$ cat src/core/pwm_ctrl_pkg.sv
// Purpose: shared constants for the pwm prescale/align/pairing control block
// Assumes: apb slave with 32-bit data, one register per aligned word
// Notes: offsets are register indices; byte address is four times the index
package pwm_ctrl_pkg;
    // ----------------------------------------
    // register indices and byte addresses
    // ----------------------------------------
    localparam logic [7:0] IDX_PRESCALE = 8'h03;
    localparam logic [7:0] IDX_CENTER = 8'h04;
    localparam logic [7:0] IDX_CONTROL = 8'h05;
    localparam int ADDR_W = 12;
    localparam logic [ADDR_W-1:0] ADDR_PRESCALE = {2'h0, IDX_PRESCALE, 2'h0};
    localparam logic [ADDR_W-1:0] ADDR_CENTER = {2'h0, IDX_CENTER, 2'h0};
    localparam logic [ADDR_W-1:0] ADDR_CONTROL = {2'h0, IDX_CONTROL, 2'h0};
    // ----------------------------------------
    // field layout
    // ----------------------------------------
    localparam int CLK_A_LSB = 0;
    localparam int CLK_B_LSB = 4;
    localparam int SEL_W = 3;
    localparam logic [7:0] PRESCALE_MASK = 8'h77;
    localparam int PAIR01_BIT = 4;
    localparam int PAIR23_BIT = 5;
    localparam int PAIR45_BIT = 6;
    localparam int PAIR67_BIT = 7;
    localparam int WAIT_STOP_BIT = 3;
    localparam int FREEZE_STOP_BIT = 2;
    localparam logic [7:0] CONTROL_MASK = 8'hFC;
    localparam logic [7:0] RESET_BYTE = 8'h00;
    localparam int CHANNELS = 8;
    localparam int PRE_W = 7;
    localparam logic [PRE_W-1:0] PRE_ONE = 7'h01;
    localparam logic [PRE_W-1:0] PRE_ZERO = 7'h00;
endpackage

$ cat src/core/clk_div_if.sv
// Purpose: carries one prescaler tap select and its enable pulse
// Assumes: single clock domain
// Notes: none
`timescale 1ns/1ns
interface clk_div_if;
    logic [pwm_ctrl_pkg::SEL_W-1:0] sel;
    logic tick;
    modport ctrl (output sel, input tick);
    modport div (input sel, output tick);
endinterface

$ cat src/core/prescale_tap.sv
// Purpose: picks one power-of-two tap of the shared prescaler counter
// Assumes: counter advances only while the prescaler clock is gated on
// Notes: tick is a one-cycle enable pulse
`timescale 1ns/1ns
module prescale_tap (
    // clock and reset
    input wire logic clk,
    input wire logic rst_n,
    // prescaler state
    input wire logic run,
    input wire logic [pwm_ctrl_pkg::PRE_W-1:0] count,
    // tap
    clk_div_if.div link
);
    logic [pwm_ctrl_pkg::PRE_W-1:0] mask;
    assign mask = pwm_ctrl_pkg::PRE_W'((pwm_ctrl_pkg::PRE_ONE << link.sel)
        - pwm_ctrl_pkg::PRE_ONE);
    // ----------------------------------------
    // tap pulse
    // ----------------------------------------
    always_ff @(posedge clk or negedge rst_n) begin
        if (!rst_n) begin
            link.tick <= 1'b0;
        end else begin
            link.tick <= run && ((count & mask) == pwm_ctrl_pkg::PRE_ZERO);
        end
    end
endmodule

$ cat src/core/pwm_ctrl.sv
// Purpose: prescalers, alignment select and channel pairing for an 8-channel pwm
// Assumes: apb slave, zero wait states, bus clock clk
// Notes: registers sit in the low byte of each word
`timescale 1ns/1ns
module pwm_ctrl (
    // clock and reset
    input wire logic clk,
    input wire logic resetn,
    // apb slave
    input wire logic psel,
    input wire logic penable,
    input wire logic pwrite,
    input wire logic [pwm_ctrl_pkg::ADDR_W-1:0] paddr,
    input wire logic [31:0] pwdata,
    output logic [31:0] prdata,
    output logic pready,
    output logic pslverr,
    // processor modes
    input wire logic wait_mode,
    input wire logic freeze_mode,
    // channel enables from the channel logic
    input wire logic [7:0] channel_enable_bits,
    // prescaled clock enables
    output logic clk_a_tick,
    output logic clk_b_tick,
    output logic prescaler_run,
    // per-channel control
    output logic [7:0] center_mode_bits,
    output logic [3:0] pair_bits,
    output logic [7:0] effective_enable,
    output logic [7:0] high_byte_channel,
    output logic [7:0] ctrl_owner_odd
);
    logic [2:0] rst_sync_r;
    logic rst_n;
    logic [7:0] prescale_r;
    logic [7:0] center_r;
    logic [7:0] control_r;
    logic [pwm_ctrl_pkg::PRE_W-1:0] pre_cnt_r;
    logic run_nxt;
    logic [3:0] pair_nxt;
    logic [7:0] pair_even;
    logic [7:0] pair_odd;
    logic wr_en;
    logic rd_en;
    logic hit;
    logic [7:0] rd_byte;
    clk_div_if link_a ();
    clk_div_if link_b ();

    // ----------------------------------------
    // reset release
    // ----------------------------------------
    always_ff @(posedge clk or negedge resetn) begin
        if (!resetn) begin
            rst_sync_r <= 3'h0;
        end else begin
            rst_sync_r <= {rst_sync_r[1:0], 1'b1};
        end
    end
    assign rst_n = rst_sync_r[1];

    // ----------------------------------------
    // apb decode
    // ----------------------------------------
    assign wr_en = psel && penable && pwrite;
    assign rd_en = psel && !penable && !pwrite;
    always_comb begin
        hit = 1'b1;
        rd_byte = pwm_ctrl_pkg::RESET_BYTE;
        unique case (paddr)
            pwm_ctrl_pkg::ADDR_PRESCALE: begin
                rd_byte = prescale_r;
            end
            pwm_ctrl_pkg::ADDR_CENTER: begin
                rd_byte = center_r;
            end
            pwm_ctrl_pkg::ADDR_CONTROL: begin
                rd_byte = control_r;
            end
            default: begin
                hit = 1'b0;
            end
        endcase
    end

    // ----------------------------------------
    // register writes
    // ----------------------------------------
    // writes anytime, unused bits dropped
    always_ff @(posedge clk or negedge rst_n) begin
        if (!rst_n) begin
            prescale_r <= pwm_ctrl_pkg::RESET_BYTE;
        end else if (wr_en && paddr == pwm_ctrl_pkg::ADDR_PRESCALE) begin
            prescale_r <= pwdata[7:0] & pwm_ctrl_pkg::PRESCALE_MASK;
        end
    end
    always_ff @(posedge clk or negedge rst_n) begin
        if (!rst_n) begin
            center_r <= pwm_ctrl_pkg::RESET_BYTE;
        end else if (wr_en && paddr == pwm_ctrl_pkg::ADDR_CENTER) begin
            center_r <= pwdata[7:0];
        end
    end
    always_ff @(posedge clk or negedge rst_n) begin
        if (!rst_n) begin
            control_r <= pwm_ctrl_pkg::RESET_BYTE;
        end else if (wr_en && paddr == pwm_ctrl_pkg::ADDR_CONTROL) begin
            control_r <= pwdata[7:0] & pwm_ctrl_pkg::CONTROL_MASK;
        end
    end

    // ----------------------------------------
    // apb answer
    // ----------------------------------------
    always_ff @(posedge clk or negedge rst_n) begin
        if (!rst_n) begin
            prdata <= 32'h0;
            pready <= 1'b0;
            pslverr <= 1'b0;
        end else begin
            pready <= psel && !penable;
            pslverr <= psel && !penable && !hit;
            if (rd_en) begin
                prdata <= {24'h0, rd_byte};
            end
        end
    end

    // ----------------------------------------
    // prescaler input gate and counter
    // ----------------------------------------
    // gate on wait or freeze
    assign run_nxt = !(control_r[pwm_ctrl_pkg::WAIT_STOP_BIT] && wait_mode)
        && !(control_r[pwm_ctrl_pkg::FREEZE_STOP_BIT] && freeze_mode);
    always_ff @(posedge clk or negedge rst_n) begin
        if (!rst_n) begin
            pre_cnt_r <= pwm_ctrl_pkg::PRE_ZERO;
        end else if (run_nxt) begin
            pre_cnt_r <= pre_cnt_r + pwm_ctrl_pkg::PRE_ONE;
        end
    end
    always_ff @(posedge clk or negedge rst_n) begin
        if (!rst_n) begin
            prescaler_run <= 1'b0;
        end else begin
            prescaler_run <= run_nxt;
        end
    end

    // ----------------------------------------
    // clock A and clock B taps
    // ----------------------------------------
    // clock A select
    assign link_a.sel = prescale_r[pwm_ctrl_pkg::CLK_A_LSB +: pwm_ctrl_pkg::SEL_W];
    assign link_b.sel = prescale_r[pwm_ctrl_pkg::CLK_B_LSB +: pwm_ctrl_pkg::SEL_W];
    prescale_tap tap_a (
        .clk(clk),
        .rst_n(rst_n),
        .run(run_nxt),
        .count(pre_cnt_r),
        .link(link_a.div)
    );
    prescale_tap tap_b (
        .clk(clk),
        .rst_n(rst_n),
        .run(run_nxt),
        .count(pre_cnt_r),
        .link(link_b.div)
    );
    assign clk_a_tick = link_a.tick;
    assign clk_b_tick = link_b.tick;

    // ----------------------------------------
    // pairing and channel control
    // ----------------------------------------
    // pair bits 7..4
    assign pair_nxt = {control_r[pwm_ctrl_pkg::PAIR67_BIT], control_r[pwm_ctrl_pkg::PAIR45_BIT],
        control_r[pwm_ctrl_pkg::PAIR23_BIT], control_r[pwm_ctrl_pkg::PAIR01_BIT]};
    always_comb begin
        pair_even = 8'h00;
        pair_odd = 8'h00;
        for (int p = 0; p < 4; p++) begin
            pair_even[2 * p] = pair_nxt[p];
            pair_odd[2 * p + 1] = pair_nxt[p];
        end
    end
    always_ff @(posedge clk or negedge rst_n) begin
        if (!rst_n) begin
            pair_bits <= 4'h0;
            center_mode_bits <= 8'h00;
            effective_enable <= 8'h00;
            high_byte_channel <= 8'h00;
            ctrl_owner_odd <= 8'h00;
        end else begin
            pair_bits <= pair_nxt;
            center_mode_bits <= center_r;
            effective_enable <= channel_enable_bits & ~pair_even;
            high_byte_channel <= pair_even;
            ctrl_owner_odd <= pair_odd;
        end
    end
endmodule

$ cat config.mk
export PLATFORM = sky130hd
export DESIGN_NAME = pwm_ctrl
export DESIGN_NICKNAME = d
export VERILOG_FILES = /design/src/core/pwm_ctrl_pkg.sv /design/src/core/clk_div_if.sv /design/src/core/prescale_tap.sv /design/src/core/pwm_ctrl.sv
export SDC_FILE = /design/constraint.sdc
export NUM_CORES = 1
export LEC_CHECK = 0
export BUFFER_PORTS_ARGS = -buffer_cell sky130_fd_sc_hd__buf_4
export CAP_MARGIN = 20
export CORE_UTILIZATION = 46
export CTS_CLUSTER_SIZE = 30
export DETAILED_ROUTE_END_ITERATION = 6
export GPL_ROUTABILITY_DRIVEN = 1
export PLACE_DENSITY_LB_ADDON = 0.2
export SLEW_MARGIN = 0
export SYNTH_ARGS = -nofsm -noshare
export SYNTH_HDL_FRONTEND = slang
export SYNTH_HIERARCHICAL = 1
export SYNTH_SLANG_ARGS = --single-unit
$ cat constraint.sdc
create_clock -name clk -period 2 [get_ports clk]
set_input_delay 0.4 -clock clk [delete_from_list [all_inputs] [get_ports clk]]
set_output_delay 0.4 -clock clk [all_outputs]
set_load 0.005 [all_outputs]
### Word level (Yosys, flattened, before mapping)

Index checks and enable logic that the tools add are counted.

| word-level totals | value |
|---|---|
| flip-flop bits (word level) | 62 |
| input bits | 59 |

| cells by class | value |
|---|---|
| add/sub/neg operators | 3 |
| equality and inequality tests | 3 |
| shifts and indexed selects | 2 |
| multiplexer cells | 2 |
| bitwise logic cells | 4 |
| reduce and logical (&&, ||, !) cells | 21 |

Operators with widths:

| kind | count |
|---|---|
| equality test 12 x 5 -> 1 bit, second input constant | 2 |
| one-hot mux 8 bit (3 select lines) | 1 |
| AND 7 bit | 2 |
| zero test 7 bit | 2 |
| left shift 1 x 3 -> 7 bit, first input constant | 2 |
| subtractor 7 x 1 -> 7 bit, second input constant | 2 |
| logical AND 1 bit | 13 |
| equality test 12 x 4 -> 1 bit, second input constant | 1 |
| AND 8 bit | 1 |
| inverter 7 -> 8 bit | 1 |
| adder 7 x 1 -> 7 bit, second input constant | 1 |
| zero test 1 bit | 5 |
| OR reduction 3 bit | 1 |
| two-way mux 1 bit | 1 |

### Depth between registers and ports, before layout

| logic depth | value |
|---|---|
| word-level depth | 5 |
| mapped depth | 5 |

### By module

Netlist, hierarchy kept.

Modules (own cells, without submodules):

| module | instances | cells an instance | area an instance (µm²) | sequential area each (µm²) |
|---|---|---|---|---|
| pwm_ctrl | 1 | 196 | 2,555.0 | 1,501.4 |
| prescale_tap | 2 | 8 | 72.6 | 25.0 |

### Least setup slack after synthesis

Ideal clock, no wire load.

| timing | value |
|---|---|
| kind | input to register |
| start | in paddr[7] (netlist bit) |
| end | reg center_r[6] |
| arrival time | 1.736 ns |
| data required time | 1.872 ns |
| path slack | 0.137 ns |
| stages on the path | 4 |
| buffers on the path | 0 |
| cell sequence | or4_4 > nor4_4 > nand2_2 > mux2_1 |

| on the way | value |
|---|---|
| word-level cells in the longest chain between the ends | 2 |

Ends and longest elaborated chain:

| what | RTL line | RTL |
|---|---|---|
| start, declared | pwm_ctrl.sv:13 | `input wire logic [pwm_ctrl_pkg::ADDR_W-1:0] paddr,` |
| equality test 12 x 5 -> 1 bit | pwm_ctrl.sv:101 | `end else if (wr_en && paddr == pwm_ctrl_pkg::ADDR_CENTER) begin` |
| logical AND 1 bit | pwm_ctrl.sv:101 |  |
| end signal, assigned | pwm_ctrl.sv:100 | `center_r <= pwm_ctrl_pkg::RESET_BYTE;` |
| end signal, assigned | pwm_ctrl.sv:102 | `center_r <= pwdata[7:0];` |
| end, declared | pwm_ctrl.sv:37 | `logic [7:0] center_r;` |

No other way between the ends.
A chain may end at the register's enable or synchronous reset.

### Worst setup path after layout

Same ends and word-level chain as after synthesis.

==> out/qor.yml <==
status: "finished, final reports clean"
ant_nets: 0
diodes: 0
yosys-top-cells-count: "62 x dfrtp_1, 40 x buf_4, 20 x mux2_2"
synthTopCellsByArea: "dfrtp_1 57%, buf_4 11%, mux2_2 8.3%, mux2i_1 2.2%, nand2_1 1.7%"
period_needed_ns: 1.75
vias_per_cell: 4.87
drt-initial-drc-count: 122
yosys_warnings: 6
die_h_um: 78.6
overflow: 0
layout-drive-gt1-share_pct: 42.0
ys_ff_latch: 62
slowest_delay_ns: 0.57
io_pins: 132
finalMaxSlewViolations: 0
drtPass1Iterations: 4
drc: 0
gp_congestion: 0.720
nNetsFinal: 355
fin_cells: 372
post_drt_wl_per_cell_um: 14.0
cts_buffers: 9
path_clk_slew_ns: 0.07
vias: 1812
antenna_found_initial: 0
clockRootBuffer: "clkbuf_8"
power_density_nw_per_um2: 789
start_kind: "input pin"
netlist.area_leader.share_pct: 57.5
crit_type: "in -> reg"
synth_edf_count: 0
fmaxAchievable_mhz: 573
synth_cell_types: 42
end_kind: "flop"
path_max_fanout: 8
htree_levels: 3
synth_most_common_cell: "dfrtp_1"
placed_cells: 355
cts_buffer_depth: 2
postSynthCellCount: 212
r2r_cells: 4
min_path_type: "reg -> async"
grt_pass1_wl_um: 8380
place_ws_ns: -0.0955
maxCapViolCount: 0
synth_area_sq_um: 2700
area_growth_syn_to_layout_pct: 27.1
cp.arrival_ns: 1.97
ir_worst_vdd_v: 0.000549
row_count: 27
wirelength_um: 5210
grt.total_usage_pct: 18.4
die_area_sq_um: 6180
finalHoldViolCount: 0
finalClockSkew_ns: 0.00906
hpwl_um: 3730
synthArstFlopShare_pct: 100
postSynthAreaPerCell_sq_um: 12.7
fin_crit_sh_pct: 87.3
clock-sinks: 62
crit_slowest_cell: "or4_4"
tritoncts: "done"
rsz0062_at_grt: "false"
setup_ws_ns: 0.254
ys.flop_type: "dfrtp_1"
crit_chain: "buf_4, or4_4, nor4_4, nand2_2, mux2_1"
io_buffers: 75
finalSetupTns_ns: 0
die_w_um: 78.6
synth_area_leader_cell: "dfrtp_1"
p_leak_nw: 1.74
critPathRequiredTime_ns: 2.22
yosysSeqAreaShare_pct: 57.5
initial_utilization_pct: 48.4
ctsResizeCount: 0
clk_latency_ns: 0.33
grt_pass1_vias: 1753
core_area_sq_um: 5570
setup-violations-final: 0
post-cts-setup-buffers: 0
cts_hold_buffers: 1
grt_max_degree: 49
final timing paths:
check	startpoint	endpoint	slack (ns)
worst min-delay path	rst_sync_r[1]	pre_cnt_r[0]	0.16
min in group clk	channel_enable_bits[5]	effective_enable[5]	0.17
worst min register to register	rst_sync_r[1]	pre_cnt_r[0]	0.16
worst max-delay path	paddr[7]	center_r[6]	0.25
worst max register to register	control_r[3]	pre_cnt_r[5]	0.53
max in group asynchronous	rst_sync_r[1]	control_r[7]	1.30
cells by family (layout without fill, tap and decap cells):
kind of cell / Yosys count / after routing / share of synthesized area [%]
xor+xnor: 6 / 6 / 1.95
buf+inv: 44 / 101 / 11.7
fa+ha+maj: 1 / 1 / 0.463
mux: 27 / 27 / 11.0
flops: 62 / 62 / 57.5
other cells: 2 / 33 / 0.278
compound gates: 28 / 28 / 7.14
simple gates: 42 / 42 / 10.0
routing by layer:
layer	GRT usage, %	wire, um	vias up
met1	21.9	2020	881
met5	0	0	-
met2	30.6	2700	79
li1	-	-	846
met4	8.89	44	0
met3	5.23	439	6
layout make-up:
| class | instances | area (sq um) |
|---|---|---|
| inverter | 1 | 3.75 |
| sequential | 62 | 1550 |
| tap | 72 | 90.1 |
| timing repair buffer | 84 | 646 |
| clock inverter | 5 | 60.1 |
| clock buffer | 11 | 131 |
| fill | 476 | 2140 |
| multi-input combinational | 137 | 948 |
layout by cell type, fill, tap and decap left out, drive strengths merged, types with 3 or more instances in the layout:
master	Yosys	routed
buf	42	83
dfrtp	62	62
conb	2	33
mux2	21	21
nand2	13	13
clkbuf	1	11
o21ai	8	8
nor2b	6	6
mux2i	6	6
nand3	4	4
a22oi	3	3
xnor2	3	3
nand4	3	3
xor2	3	3
nor4	3	3
clkinv	0	3
sequential cells by signal, indices dropped and copies added (netlist names), 2 cells and up:
name and cells:
control_r 6, pre_cnt_r 7, effective_enable 8, center_mode_bits 8, prescale_r 6, rst_sync_r 2, prdata 8, ctrl_owner_odd 4
center_r 8
power by group:
group | switching, mW | internal [mW] | leakage (nW)
Clock | 0.482 | 0.578 | 0.0935
Combinational | 0.0967 | 0.125 | 0.834
Sequential | 0.102 | 1.33 | 0.811
metrics by stage:
step / total power, mW / area (sq um) / utilization (%) / hold WS [ns]
after floorplan: 1.59 / 2820 / - / 0.104
after global placement: 1.66 / 3230 / 58.0 / 0.159
after detailed placement: 1.67 / 3230 / 58.0 / 0.161
after CTS: 2.74 / 3430 / 61.6 / 0.154
after global routing: 2.84 / 3430 / 61.6 / 0.151
final: 2.71 / 3430 / 61.6 / 0.156
critical path: cells and delay by family:
kind / cells / cell delay (ns)
buf+inv: 1 / 0.11
mux: 1 / 0.36
simple gates: 3 / 1.10
No activity file was read; power rests on OpenSTA's default activity.
